### src/design/cfdt_pkg.sv
package cfdt_pkg;
  localparam int CLK_PERIOD_NS = 50;

  // Fault classes, one bit each in status, mask and live fields, a four-bit code each in control
  localparam int FAULT_COUNT = 4;
  localparam int IDX_DOC     = 0;
  localparam int IDX_CSC     = 1;
  localparam int IDX_DSC1    = 2;
  localparam int IDX_DSC2    = 3;

  // Delay timing, figures in their own units
  localparam int DOC_BASE_MS      = 1;
  localparam int DOC_STEP_US      = 2 * 1000;
  localparam int DOC_MIN_NS       = DOC_BASE_MS * 1000000;
  localparam int CSC_STEP_US      = 61;
  localparam int DSC1_STEP_US     = 61;
  localparam int DSC1_STEP_X2_US  = 121;
  localparam int DSC2_STEP_NS     = 30500;
  localparam int DSC2_STEP_X2_US  = 61;

  // Derived cycle counts
  localparam int DOC_BASE_CYC     = DOC_MIN_NS / CLK_PERIOD_NS;
  localparam int DOC_STEP_CYC     = DOC_STEP_US * 1000 / CLK_PERIOD_NS;
  localparam int CSC_STEP_CYC     = CSC_STEP_US * 1000 / CLK_PERIOD_NS;
  localparam int DSC1_STEP_CYC    = DSC1_STEP_US * 1000 / CLK_PERIOD_NS;
  localparam int DSC1_STEP_X2_CYC = DSC1_STEP_X2_US * 1000 / CLK_PERIOD_NS;
  localparam int DSC2_STEP_CYC    = DSC2_STEP_NS / CLK_PERIOD_NS;
  localparam int DSC2_STEP_X2_CYC = DSC2_STEP_X2_US * 1000 / CLK_PERIOD_NS;

  localparam int COUNT_W = 20;
  localparam int CODE_W  = 4;

  // Register byte offsets
  localparam logic [7:0] OFS_CTRL      = 8'h00;
  localparam logic [7:0] OFS_THRESHOLD = 8'h04;
  localparam logic [7:0] OFS_STATUS    = 8'h08;
  localparam logic [7:0] OFS_MASK      = 8'h0c;
  localparam logic [7:0] OFS_LIVE      = 8'h10;

  // Control and live field positions
  localparam int CTRL_DOC_LSB    = 0;
  localparam int CTRL_CSC_LSB    = 4;
  localparam int CTRL_DSC1_LSB   = 8;
  localparam int CTRL_DSC2_LSB   = 12;
  localparam int CTRL_DOUBLE_BIT = 16;
  localparam int CTRL_RANGE_BIT  = 17;
  localparam int LIVE_FAULT_LSB  = 4;

  // Reset values
  localparam logic [17:0] CTRL_RESET      = 18'h00000;
  localparam logic [3:0]  THRESHOLD_RESET = 4'h0;
  localparam logic [3:0]  MASK_RESET      = 4'h0;
endpackage

### src/design/cfdt_timer_if.sv
`timescale 1ns/1ps
interface cfdt_timer_if;
  import cfdt_pkg::*;
  logic               cond;
  logic [COUNT_W-1:0] target;
  logic               fault;
  modport ctrl  (output cond, output target, input fault);
  modport timer (input cond, input target, output fault);
endinterface

### src/design/cfdt_sync.sv
`timescale 1ns/1ps
module cfdt_sync
  import cfdt_pkg::*;
#(
  parameter int WIDTH = FAULT_COUNT
)
(
  input  wire logic             clk,
  input  wire logic             rst,
  input  wire logic [WIDTH-1:0] async,
  output logic      [WIDTH-1:0] sync
);
  logic [WIDTH-1:0] stage1;
  logic [WIDTH-1:0] stage2;
  logic [WIDTH-1:0] stage3;
  wire  [WIDTH-1:0] agree = ~(stage2 ^ stage3);

  // A bit only moves once two late stages agree, rejecting a single-cycle glitch
  always_ff @(posedge clk or posedge rst)
  begin
    if (rst)
    begin
      stage1 <= '0;
      stage2 <= '0;
      stage3 <= '0;
      sync   <= '0;
    end
    else
    begin
      stage1 <= async;
      stage2 <= stage1;
      stage3 <= stage2;
      sync   <= (agree & stage3) | (~agree & sync);
    end
  end
endmodule

### src/design/cfdt_fault_timer.sv
`timescale 1ns/1ps
module cfdt_fault_timer
  import cfdt_pkg::*;
(
  input  wire logic  clk,
  input  wire logic  rst,
  cfdt_timer_if.timer port
);
  logic [COUNT_W-1:0] count;
  wire                reached = (count >= port.target);

  always_ff @(posedge clk or posedge rst)
  begin
    if (rst)
    begin
      count      <= '0;
      port.fault <= 1'b0;
    end
    else if (!port.cond)
    begin
      count      <= '0;
      port.fault <= 1'b0;
    end
    else if (reached)
    begin
      port.fault <= 1'b1;
    end
    else
    begin
      count <= count + COUNT_W'(1);
    end
  end
endmodule

### src/design/current_fault_delay_timer.sv
// Implementation choices: the AHB-Lite interface to the registers and the address map.
`timescale 1ns/1ps
// Functional notes
// - Overcurrent delay 1 to 31 ms, 2 ms steps
// - Charge short delay 0 to 915 us, 61 us
// - First short delay step 61 or 121 us
// - Second short delay step 30.5 or 61 us
// - Fault recognised within 160 us
// - Longest delay within ten percent of setting
// - Overcurrent threshold code, range bit halves it
module current_fault_delay_timer
  import cfdt_pkg::*;
#(
  parameter int DOC_BASE_CYCLES = DOC_BASE_CYC,
  parameter int DOC_STEP_CYCLES = DOC_STEP_CYC
)
(
  input  wire logic        clk,
  input  wire logic        rst,
  input  wire logic        hsel,
  input  wire logic [31:0] haddr,
  input  wire logic [1:0]  htrans,
  input  wire logic        hwrite,
  input  wire logic [2:0]  hsize,
  input  wire logic [31:0] hwdata,
  input  wire logic        hready,
  output logic      [31:0] hrdata,
  output logic             hreadyout,
  output logic             hresp,
  input  wire logic        dischargeOvercurrentCmp,
  input  wire logic        chargeShortCircuitCmp,
  input  wire logic        dischargeShortFirstLevelCmp,
  input  wire logic        dischargeShortSecondLevelCmp,
  output logic             senseRangeSelect,
  output logic [3:0]       dischargeOvercurrentThreshold,
  output logic [3:0]       faultActive,
  output logic             chargeFetOff,
  output logic             dischargeFetOff,
  output logic             irq
);
  function automatic logic [COUNT_W-1:0] delayCycles(input logic [CODE_W-1:0] code,
                                                     input int base, input int step);
    delayCycles = COUNT_W'(base + int'(code) * step);
  endfunction

  logic [17:0]            ctrl;
  logic [3:0]             threshold;
  logic [FAULT_COUNT-1:0] status;
  logic [FAULT_COUNT-1:0] mask;
  logic [FAULT_COUNT-1:0] faultPrev;
  logic                   wrPending;
  logic [7:0]             wrAddr;

  logic [FAULT_COUNT-1:0] condSync;
  logic [FAULT_COUNT-1:0] faultNow;
  wire  [FAULT_COUNT-1:0] condRaw = {dischargeShortSecondLevelCmp, dischargeShortFirstLevelCmp,
                                     chargeShortCircuitCmp, dischargeOvercurrentCmp};

  // Comparators are analog and asynchronous, so they cross a three-stage filter
  cfdt_sync #(.WIDTH(FAULT_COUNT)) condSyncer
  (
    .clk   (clk),
    .rst   (rst),
    .async (condRaw),
    .sync  (condSync)
  );

  wire doubling = ctrl[CTRL_DOUBLE_BIT];
  wire [CODE_W-1:0] codeDoc  = ctrl[CTRL_DOC_LSB +: CODE_W];
  wire [CODE_W-1:0] codeCsc  = ctrl[CTRL_CSC_LSB +: CODE_W];
  wire [CODE_W-1:0] codeDsc1 = ctrl[CTRL_DSC1_LSB +: CODE_W];
  wire [CODE_W-1:0] codeDsc2 = ctrl[CTRL_DSC2_LSB +: CODE_W];

  wire [COUNT_W-1:0] targetDoc  = delayCycles(codeDoc, DOC_BASE_CYCLES, DOC_STEP_CYCLES);
  wire [COUNT_W-1:0] targetCsc  = delayCycles(codeCsc, 0, CSC_STEP_CYC);
  wire [COUNT_W-1:0] targetDsc1 = doubling ? delayCycles(codeDsc1, 0, DSC1_STEP_X2_CYC)
                                           : delayCycles(codeDsc1, 0, DSC1_STEP_CYC);
  wire [COUNT_W-1:0] targetDsc2 = doubling ? delayCycles(codeDsc2, 0, DSC2_STEP_X2_CYC)
                                           : delayCycles(codeDsc2, 0, DSC2_STEP_CYC);
  wire [COUNT_W-1:0] targets [FAULT_COUNT] = '{targetDoc, targetCsc, targetDsc1, targetDsc2};

  // Steps come from exact cycle counts of one clock, so the error is the clock's own
  cfdt_timer_if timerLink [FAULT_COUNT] ();

  genvar i;
  generate
    for (i = 0; i < FAULT_COUNT; i++)
    begin : gTimer
      assign timerLink[i].cond   = condSync[i];
      assign timerLink[i].target = targets[i];
      assign faultNow[i]         = timerLink[i].fault;
      cfdt_fault_timer timer
      (
        .clk  (clk),
        .rst  (rst),
        .port (timerLink[i])
      );
    end
  endgenerate

  // Zero short-circuit code flags four filter cycles plus one count cycle after the edge, far inside 160 us
  wire [FAULT_COUNT-1:0] faultRise = faultNow & ~faultPrev;

  // Bus decode
  wire addrPhase  = hsel & htrans[1] & hready;
  wire [7:0] rdAddr = haddr[7:0];
  wire hitCtrl      = wrPending && (wrAddr == OFS_CTRL);
  wire hitThreshold = wrPending && (wrAddr == OFS_THRESHOLD);
  wire hitStatus    = wrPending && (wrAddr == OFS_STATUS);
  wire hitMask      = wrPending && (wrAddr == OFS_MASK);
  wire [FAULT_COUNT-1:0] statusClear = hitStatus ? hwdata[FAULT_COUNT-1:0] : '0;

  logic [31:0] readMux;
  always_comb
  begin
    if (rdAddr == OFS_CTRL)
      readMux = {14'h0, ctrl};
    else if (rdAddr == OFS_THRESHOLD)
      readMux = {28'h0000000, threshold};
    else if (rdAddr == OFS_STATUS)
      readMux = {28'h0000000, status};
    else if (rdAddr == OFS_MASK)
      readMux = {28'h0000000, mask};
    else if (rdAddr == OFS_LIVE)
      readMux = {24'h000000, faultNow, condSync};
    else
      readMux = 32'h00000000;
  end

  // Zero-wait slave: read data is captured in the address phase
  assign hreadyout = 1'b1;
  assign hresp     = 1'b0;

  always_ff @(posedge clk or posedge rst)
  begin
    if (rst)
    begin
      wrPending <= 1'b0;
      wrAddr    <= 8'h00;
      hrdata    <= 32'h00000000;
    end
    else
    begin
      wrPending <= addrPhase & hwrite;
      wrAddr    <= rdAddr;
      if (addrPhase && !hwrite)
        hrdata <= readMux;
    end
  end

  always_ff @(posedge clk or posedge rst)
  begin
    if (rst)
    begin
      ctrl      <= CTRL_RESET;
      threshold <= THRESHOLD_RESET;
      mask      <= MASK_RESET;
    end
    else
    begin
      if (hitCtrl)
        ctrl <= hwdata[17:0];
      if (hitThreshold)
        threshold <= hwdata[3:0];
      if (hitMask)
        mask <= hwdata[FAULT_COUNT-1:0];
    end
  end

  // A new fault in the cycle of its clear stays set
  always_ff @(posedge clk or posedge rst)
  begin
    if (rst)
    begin
      status    <= '0;
      faultPrev <= '0;
    end
    else
    begin
      faultPrev <= faultNow;
      status    <= (status & ~statusClear) | faultRise;
    end
  end

  // Analog side scales the threshold step by the range bit
  assign senseRangeSelect              = ctrl[CTRL_RANGE_BIT];
  assign dischargeOvercurrentThreshold = threshold;
  assign faultActive                   = faultNow;
  assign chargeFetOff    = status[IDX_CSC];
  assign dischargeFetOff = status[IDX_DOC] | status[IDX_DSC1] | status[IDX_DSC2];
  assign irq             = |(status & mask);
endmodule

### config.mk
export PLATFORM = sky130hd
export DESIGN_NAME = current_fault_delay_timer
export DESIGN_NICKNAME = d
export VERILOG_FILES = /design/src/design/cfdt_pkg.sv /design/src/design/cfdt_timer_if.sv /design/src/design/cfdt_sync.sv /design/src/design/cfdt_fault_timer.sv /design/src/design/current_fault_delay_timer.sv
export SDC_FILE = /design/constraint.sdc
export NUM_CORES = 1
export LEC_CHECK = 0
export BUFFER_PORTS_ARGS = -buffer_cell sky130_fd_sc_hd__buf_2
export CORE_MARGIN = 5
export CORE_UTILIZATION = 65
export CTS_CLUSTER_SIZE = 25
export DETAILED_ROUTE_END_ITERATION = 10
export GPL_TIMING_DRIVEN = 0
export PLACE_DENSITY = 0.84
export RECOVER_POWER = 25
export SLEW_MARGIN = 15
export SYNTH_ARGS = -nofsm -noshare
export SYNTH_HDL_FRONTEND = slang
export SYNTH_HIERARCHICAL = 1
export SYNTH_SLANG_ARGS = --single-unit
### constraint.sdc
create_clock -name clk -period 12.76 [get_ports clk]
set_clock_uncertainty 0.05 [all_clocks]
set_input_delay 1.914 -clock clk [delete_from_list [all_inputs] [get_ports clk]]
set_output_delay 1.914 -clock clk [all_outputs]
set_load 0.01 [all_outputs]
# Yosys cells after proc, flatten, opt, wreduce, memory -nomap -nowiden
# Cells that the tools add are included.
[op_classes]
add_sub_neg = 5
n_mul = 6
n_lt_le_gt_ge = 4
eq_ne = 15
n_mux = 24
n_bitwise = 17
reduce_logical = 9
[ops]
columns = ["operator", "n"]
rows = [
  ["$mux W20", 8],
  ["$add A20 B1 Y20 const B", 4],
  ["$mul A4 B9 Y13 const B", 4],
  ["$ge A20 B15 Y1", 2],
  ["$eq A8 B4 Y1 const B", 4],
  ["$mux W8", 4],
  ["$mul A4 B10 Y14 const B", 2],
  ["$add A15 B20 Y20 const A", 1],
  ["$and A4 B4 Y4", 5],
  ["$ge A20 B16 Y1", 1],
  ["$ge A20 B20 Y1", 1],
  ["$mux W18", 1],
  ["$eq A8 B3 Y1 const B", 2],
  ["$logic_not A8 Y1", 2],
  ["$mux W16", 1],
  ["$not A4 Y4", 4],
  ["$mux W15", 1],
  ["$eq A8 B5 Y1 const B", 1],
  ["$mux W1", 8],
  ["$ne A2 B1 Y1 const B", 4],
  ["$ne A2 B2 Y1 const B", 4],
  ["$or A4 B4 Y4", 2],
  ["$logic_and A1 B1 Y1", 5],
  ["$mux W4", 1],
  ["other kinds (5)", 8],
]
[word_totals]
regBits = 175
out_inout_bits = 46

# Depth between registers and ports, before layout
[depth]
ltp_word = 6
ltp_mapped = 21

# By module
# Netlist, hierarchy kept.
[modules_own_cells]
columns = ["mod", "instances", "cells_each", "area_each_um2", "seq_area_each_um2"]
rows = [
  ["cfdt_fault_timer at gTimer[0].timer ...", 3, 206, 1731.7, 525.5],
  ["current_fault_delay_timer", 1, 478, 4703.3, 1526.5],
  ["cfdt_fault_timer at gTimer[3].timer", 1, 185, 1587.8, 525.5],
  ["cfdt_sync", 1, 21, 449.2, 400.4],
]

# Least setup slack after synthesis
# OpenSTA, ideal clock, no wires.
[synth_path]
path_type = "flip-flop to flip-flop"
startpoint = "reg ctrl[2]"
endpoint = "reg gTimer[0].timer.count[7]"
setup_ns = 0.078
arrival_ns = 4.414
t_required_ns = 12.632
setup_slack_ns = 8.218
path_stages_with_launch = 21
period_less_slack_ns = 4.542
path_cell_list = "dfrtp_1 > inv_1 > fa_1 > inv_1 > ha_1 > inv_1 > fa_1 > nor2b_1 > a21o_1 > nor3b_1 > nand2_1 > xnor2_1 > inv_1 > ha_1 > a21oi_1 > nor2b_1 > o21ai_0 > nand2_1 > clkbuf_1 > or4_1 > a21oi_1"
[synth_via]
elab_chain_cells = 4
[synth_rtl]
columns = ["element", "line_no", "source"]
rows = [
  ["start, declared", "current_fault_delay_timer.sv:46", "logic [17:0] ctrl;"],
  ["start signal, assigned", "current_fault_delay_timer.sv:162", "ctrl <= hwdata[17:0];"],
  ["$mul A4 B10 Y14", "current_fault_delay_timer.sv:43", "delayCycles = COUNT_W'(base + int'(code) * step);"],
  ["$add A15 B20 Y20", "current_fault_delay_timer.sv:43", ""],
  ["via targetDoc[17]", "current_fault_delay_timer.sv:74", "wire [COUNT_W-1:0] targetDoc = delayCycles(codeDoc, DOC_BASE_CYCLES, DOC_STEP_CYCLES);"],
  ["$ge A20 B20 Y1", "cfdt_fault_timer.sv:10", "wire reached = (count >= port.target);"],
  ["$ne A2 B2 Y1 (no source line)", "n/a", ""],
  ["end signal, assigned", "cfdt_fault_timer.sv:30", "count <= count + COUNT_W'(1);"],
  ["end, declared", "cfdt_fault_timer.sv:9", "logic [COUNT_W-1:0] count;"],
]
# The timed path passes the listed nets, and every way through them passes these cells.
# A chain may end at the register's enable or synchronous reset.

# Worst setup path in the final report
[layout_path]
startpoint = "reg ctrl[2]"
endpoint = "reg gTimer[0].timer.count[9]"
# Same word-level chain as after synthesis.

==> flow_metrics.tcl <==
set metrics [dict create \
    synth_area_leaders "dfrtp_1 (34%), ha_1 (15%), inv_1 (4.4%)" \
    rows 49 \
    cts_buffer_depth 2 \
    drc_errors 0 \
    dpl.hpwl_um 22100 \
    path_clk_slew_ns 0.06 \
    power_density_nw_per_um2 90.8 \
    slew_headroom -0.290 \
    htreeDepth 4 \
    grt_pass1_wl_um 50700 \
    setup-violations-final 0 \
    track_usage 0.285 \
    worstPathBufferInverterCount 6 \
    antenna_cells 0 \
    worstSetupStartpointType "register" \
    vias 10400 \
    setup_tns_ns 0 \
    yosysMostFrequentCell "dfrtp_1" \
    cts_tree "done" \
    nNetsFinal 1658 \
    synth_ff_type "dfrtp_1" \
    worst_setup_path_end_kind "register" \
    finalHoldViolCount 0 \
    initial_core_util 0.662 \
    drt-vias-per-instance 6.24 \
    critical_path.max_fanout 10 \
    routedWlPerCell_um 17.9 \
    grt_max_degree 36 \
    synthArstFlopShare 1.00 \
    fin_crit_sh 0.423 \
    leakage_nw 6.31 \
    die_height_um 146 \
    cts_buffers 17 \
    path_class "register to register" \
    cp_num_cells 20 \
    die_area_um2 21200 \
    synth-seq-cells 161 \
    r2r_cells 20 \
    grt_pass1_vias 10300 \
    core_um2 18000 \
    ir_drop_mv 0.108 \
    synth_common_cells "dfrtp_1 (161), ha_1 (147), inv_1 (141)" \
    holdPathStages 0 \
    maxCapViolations 2 \
    clock-root-buffer "clkbuf_16" \
    violations "max-capacitance violations, max-slew violations" \
    ios 124 \
    synth_top_area_frac 0.338 \
    antenna_found_initial 1 \
    outcome "finished, violations left" \
    drt-total-wl_um 29900 \
    maxSlewViolCount 46 \
    ctsResizeCount 0 \
    hp-class "register to register" \
    tightest_slew_ns 1.92 \
    synth_cells 1302 \
    path_cells "inv_1 > fa_1 > inv_1 > ha_1 > inv_1 > fa_1 > nor2b_1 > a21o_1 > nor3b_1 > nand2_1 > xnor2_1 > inv_1 > ha_1 > a21oi_1 > nor2b_1 > o21ai_0 > nand2_1 > clkbuf_1 > clkbuf_1 > o41ai_1" \
    ctsHoldBuffers 0 \
    ant_nets 0 \
    rsz0062_at_grt "false" \
    clk_latency_ns 0.42 \
    drive_above_1_share 0.113 \
    clkSinkCount 161 \
    layoutNonFillerInstCount 1668 \
    synth_area_leader_cell "dfrtp_1" \
    fp.dieW_um 146 \
    arrival_ns 5.64 \
    critical_path_required_ns 13.00 \
    synth_area_um2 11900 \
    syn2layout_area_growth_pct 11.2 \
    crit_path_top_delay_cell "dfrtp_1" \
    cpMostUsedCell "inv_1" \
    path_delay_family "adder cells" \
    drt-initial-drc-count 880 \
    post-place-cells 1636 \
    syn_avg_cell_area_um2 9.17 \
    synth.distinct_cells 74 \
    grt.overflow.total 0 \
    postCtsSetupBuffers 0 \
    first_pass_iters 6 \
    place_congestion 0.897 \
    portBuffers 65 \
    synth_edf_count 0 \
    synth_warnings 6 \
    timing.fmax_mhz 185 \
    fin_crit_ns 5.40 \
    critPathMaxStageDelay_ns 0.55 \
    synth.yosys.seq_area_share 0.338 \
]
## report_power, final
part	leakage [nW]	internal, W	total (W)	switching (W)
Sequential	2.11	0.000523	0.000543	0.0000203
Combinational	3.90	0.0000556	0.000143	0.0000877
Clock	0.297	0.000314	0.000518	0.000204
Total	6.31	0.000893	0.00120	0.000312
## worst reg2reg max path, cell delays in order, from the launching register on
cell      delay (ns)
dfrtp_1         0.55
inv_1           0.24
fa_1            0.54
inv_1           0.05
ha_1            0.29
inv_1           0.06
fa_1            0.53
nor2b_1         0.17
a21o_1          0.14
nor3b_1         0.35
nand2_1         0.12
xnor2_1         0.15
inv_1           0.06
ha_1            0.32
a21oi_1         0.18
nor2b_1         0.07
o21ai_0         0.22
nand2_1         0.13
clkbuf_1        0.25
clkbuf_1        0.29
o41ai_1         0.50
## worst paths after layout
path,from,slack (ns),to
min reg2reg,condSyncer/stage1[1],0.30,condSyncer/stage2[1]
min in group asynchronous,rst,1.70,condSyncer/stage1[0]
max reg2reg,ctrl[2],7.36,gTimer[0].timer/count[9]
max,ctrl[2],7.36,gTimer[0].timer/count[9]
min,condSyncer/stage1[1],0.30,condSyncer/stage2[1]
max in group asynchronous,rst,8.46,ctrl[3]
## layer usage
layer	wire, um	share of wire	vias to the layer above	global-route usage
met1	12500	0.42	4927	0.376
met3	2240	0.075	101	0.0585
met4	1050	0.035	2	0.103
met5	15	0.00050	-	0
met2	14100	0.47	492	0.468
li1	-	-	4881	-
## through the flow
step,area [um^2],setup WS (ns),total power (W),util,hold slack [ns]
5_1_grt,13300,6.90,0.00126,0.736,0.308
3_5_place_dp,12700,7.50,0.000694,0.705,0.287
3_3_place_gp,12700,7.60,0.000686,0.704,0.284
6_report,13300,7.36,0.00120,0.736,0.298
2_1_floorplan,12100,8.22,0.000650,-,0.281
4_1_cts,13300,7.42,0.00121,0.739,0.300
## registers in the layout, indices dropped and copies added (netlist names), named ones only
signal                         cells
wrAddr                             8
dischargeOvercurrentThreshold      4
hrdata                            18
condSyncer/stage1                  4
gTimer.timer/port.fault            4
wrPending                          1
condSyncer/stage2                  4
condSyncer/stage3                  4
mask                               4
faultPrev                          4
status                             4
ctrl                              18
gTimer.timer/count                80
## final cells by class
| cell class | count | area [um^2] |
|---|---|---|
| multi-input combinational | 975 | 7140 |
| fill | 1369 | 4760 |
| sequential | 161 | 4030 |
| inverter | 142 | 534 |
| clock buffer | 24 | 502 |
| buffer | 63 | 360 |
| timing repair buffer | 66 | 313 |
| tap | 229 | 287 |
| clock inverter | 8 | 100 |
## placed cells by master, fill, tap and decap left out, types with 40 or more instances in the layout
| cell type | instances |
|---|---|
| a21oi_1 | 80 |
| clkbuf_1 | 40 |
| conb_1 | 41 |
| inv_1 | 140 |
| ha_1 | 147 |
| dfrtp_1 | 161 |
| nor2_1 | 44 |
| o21ai_0 | 58 |
| buf_2 | 60 |
| nand2_1 | 119 |
## logic make-up after synthesis
| family | share of synthesized area |
|---|---|
| buffers and inverters | 0.0748 |
| muxes | 0.0524 |
| xor gates and xnor gates | 0.0220 |
| adders and majority gates | 0.170 |
| and+or+nand+nor | 0.187 |
| other | 0.000629 |
| AOI/OAI and AO/OA | 0.156 |
| DFF | 0.338 |
Power figures use the tool's default switching activity.
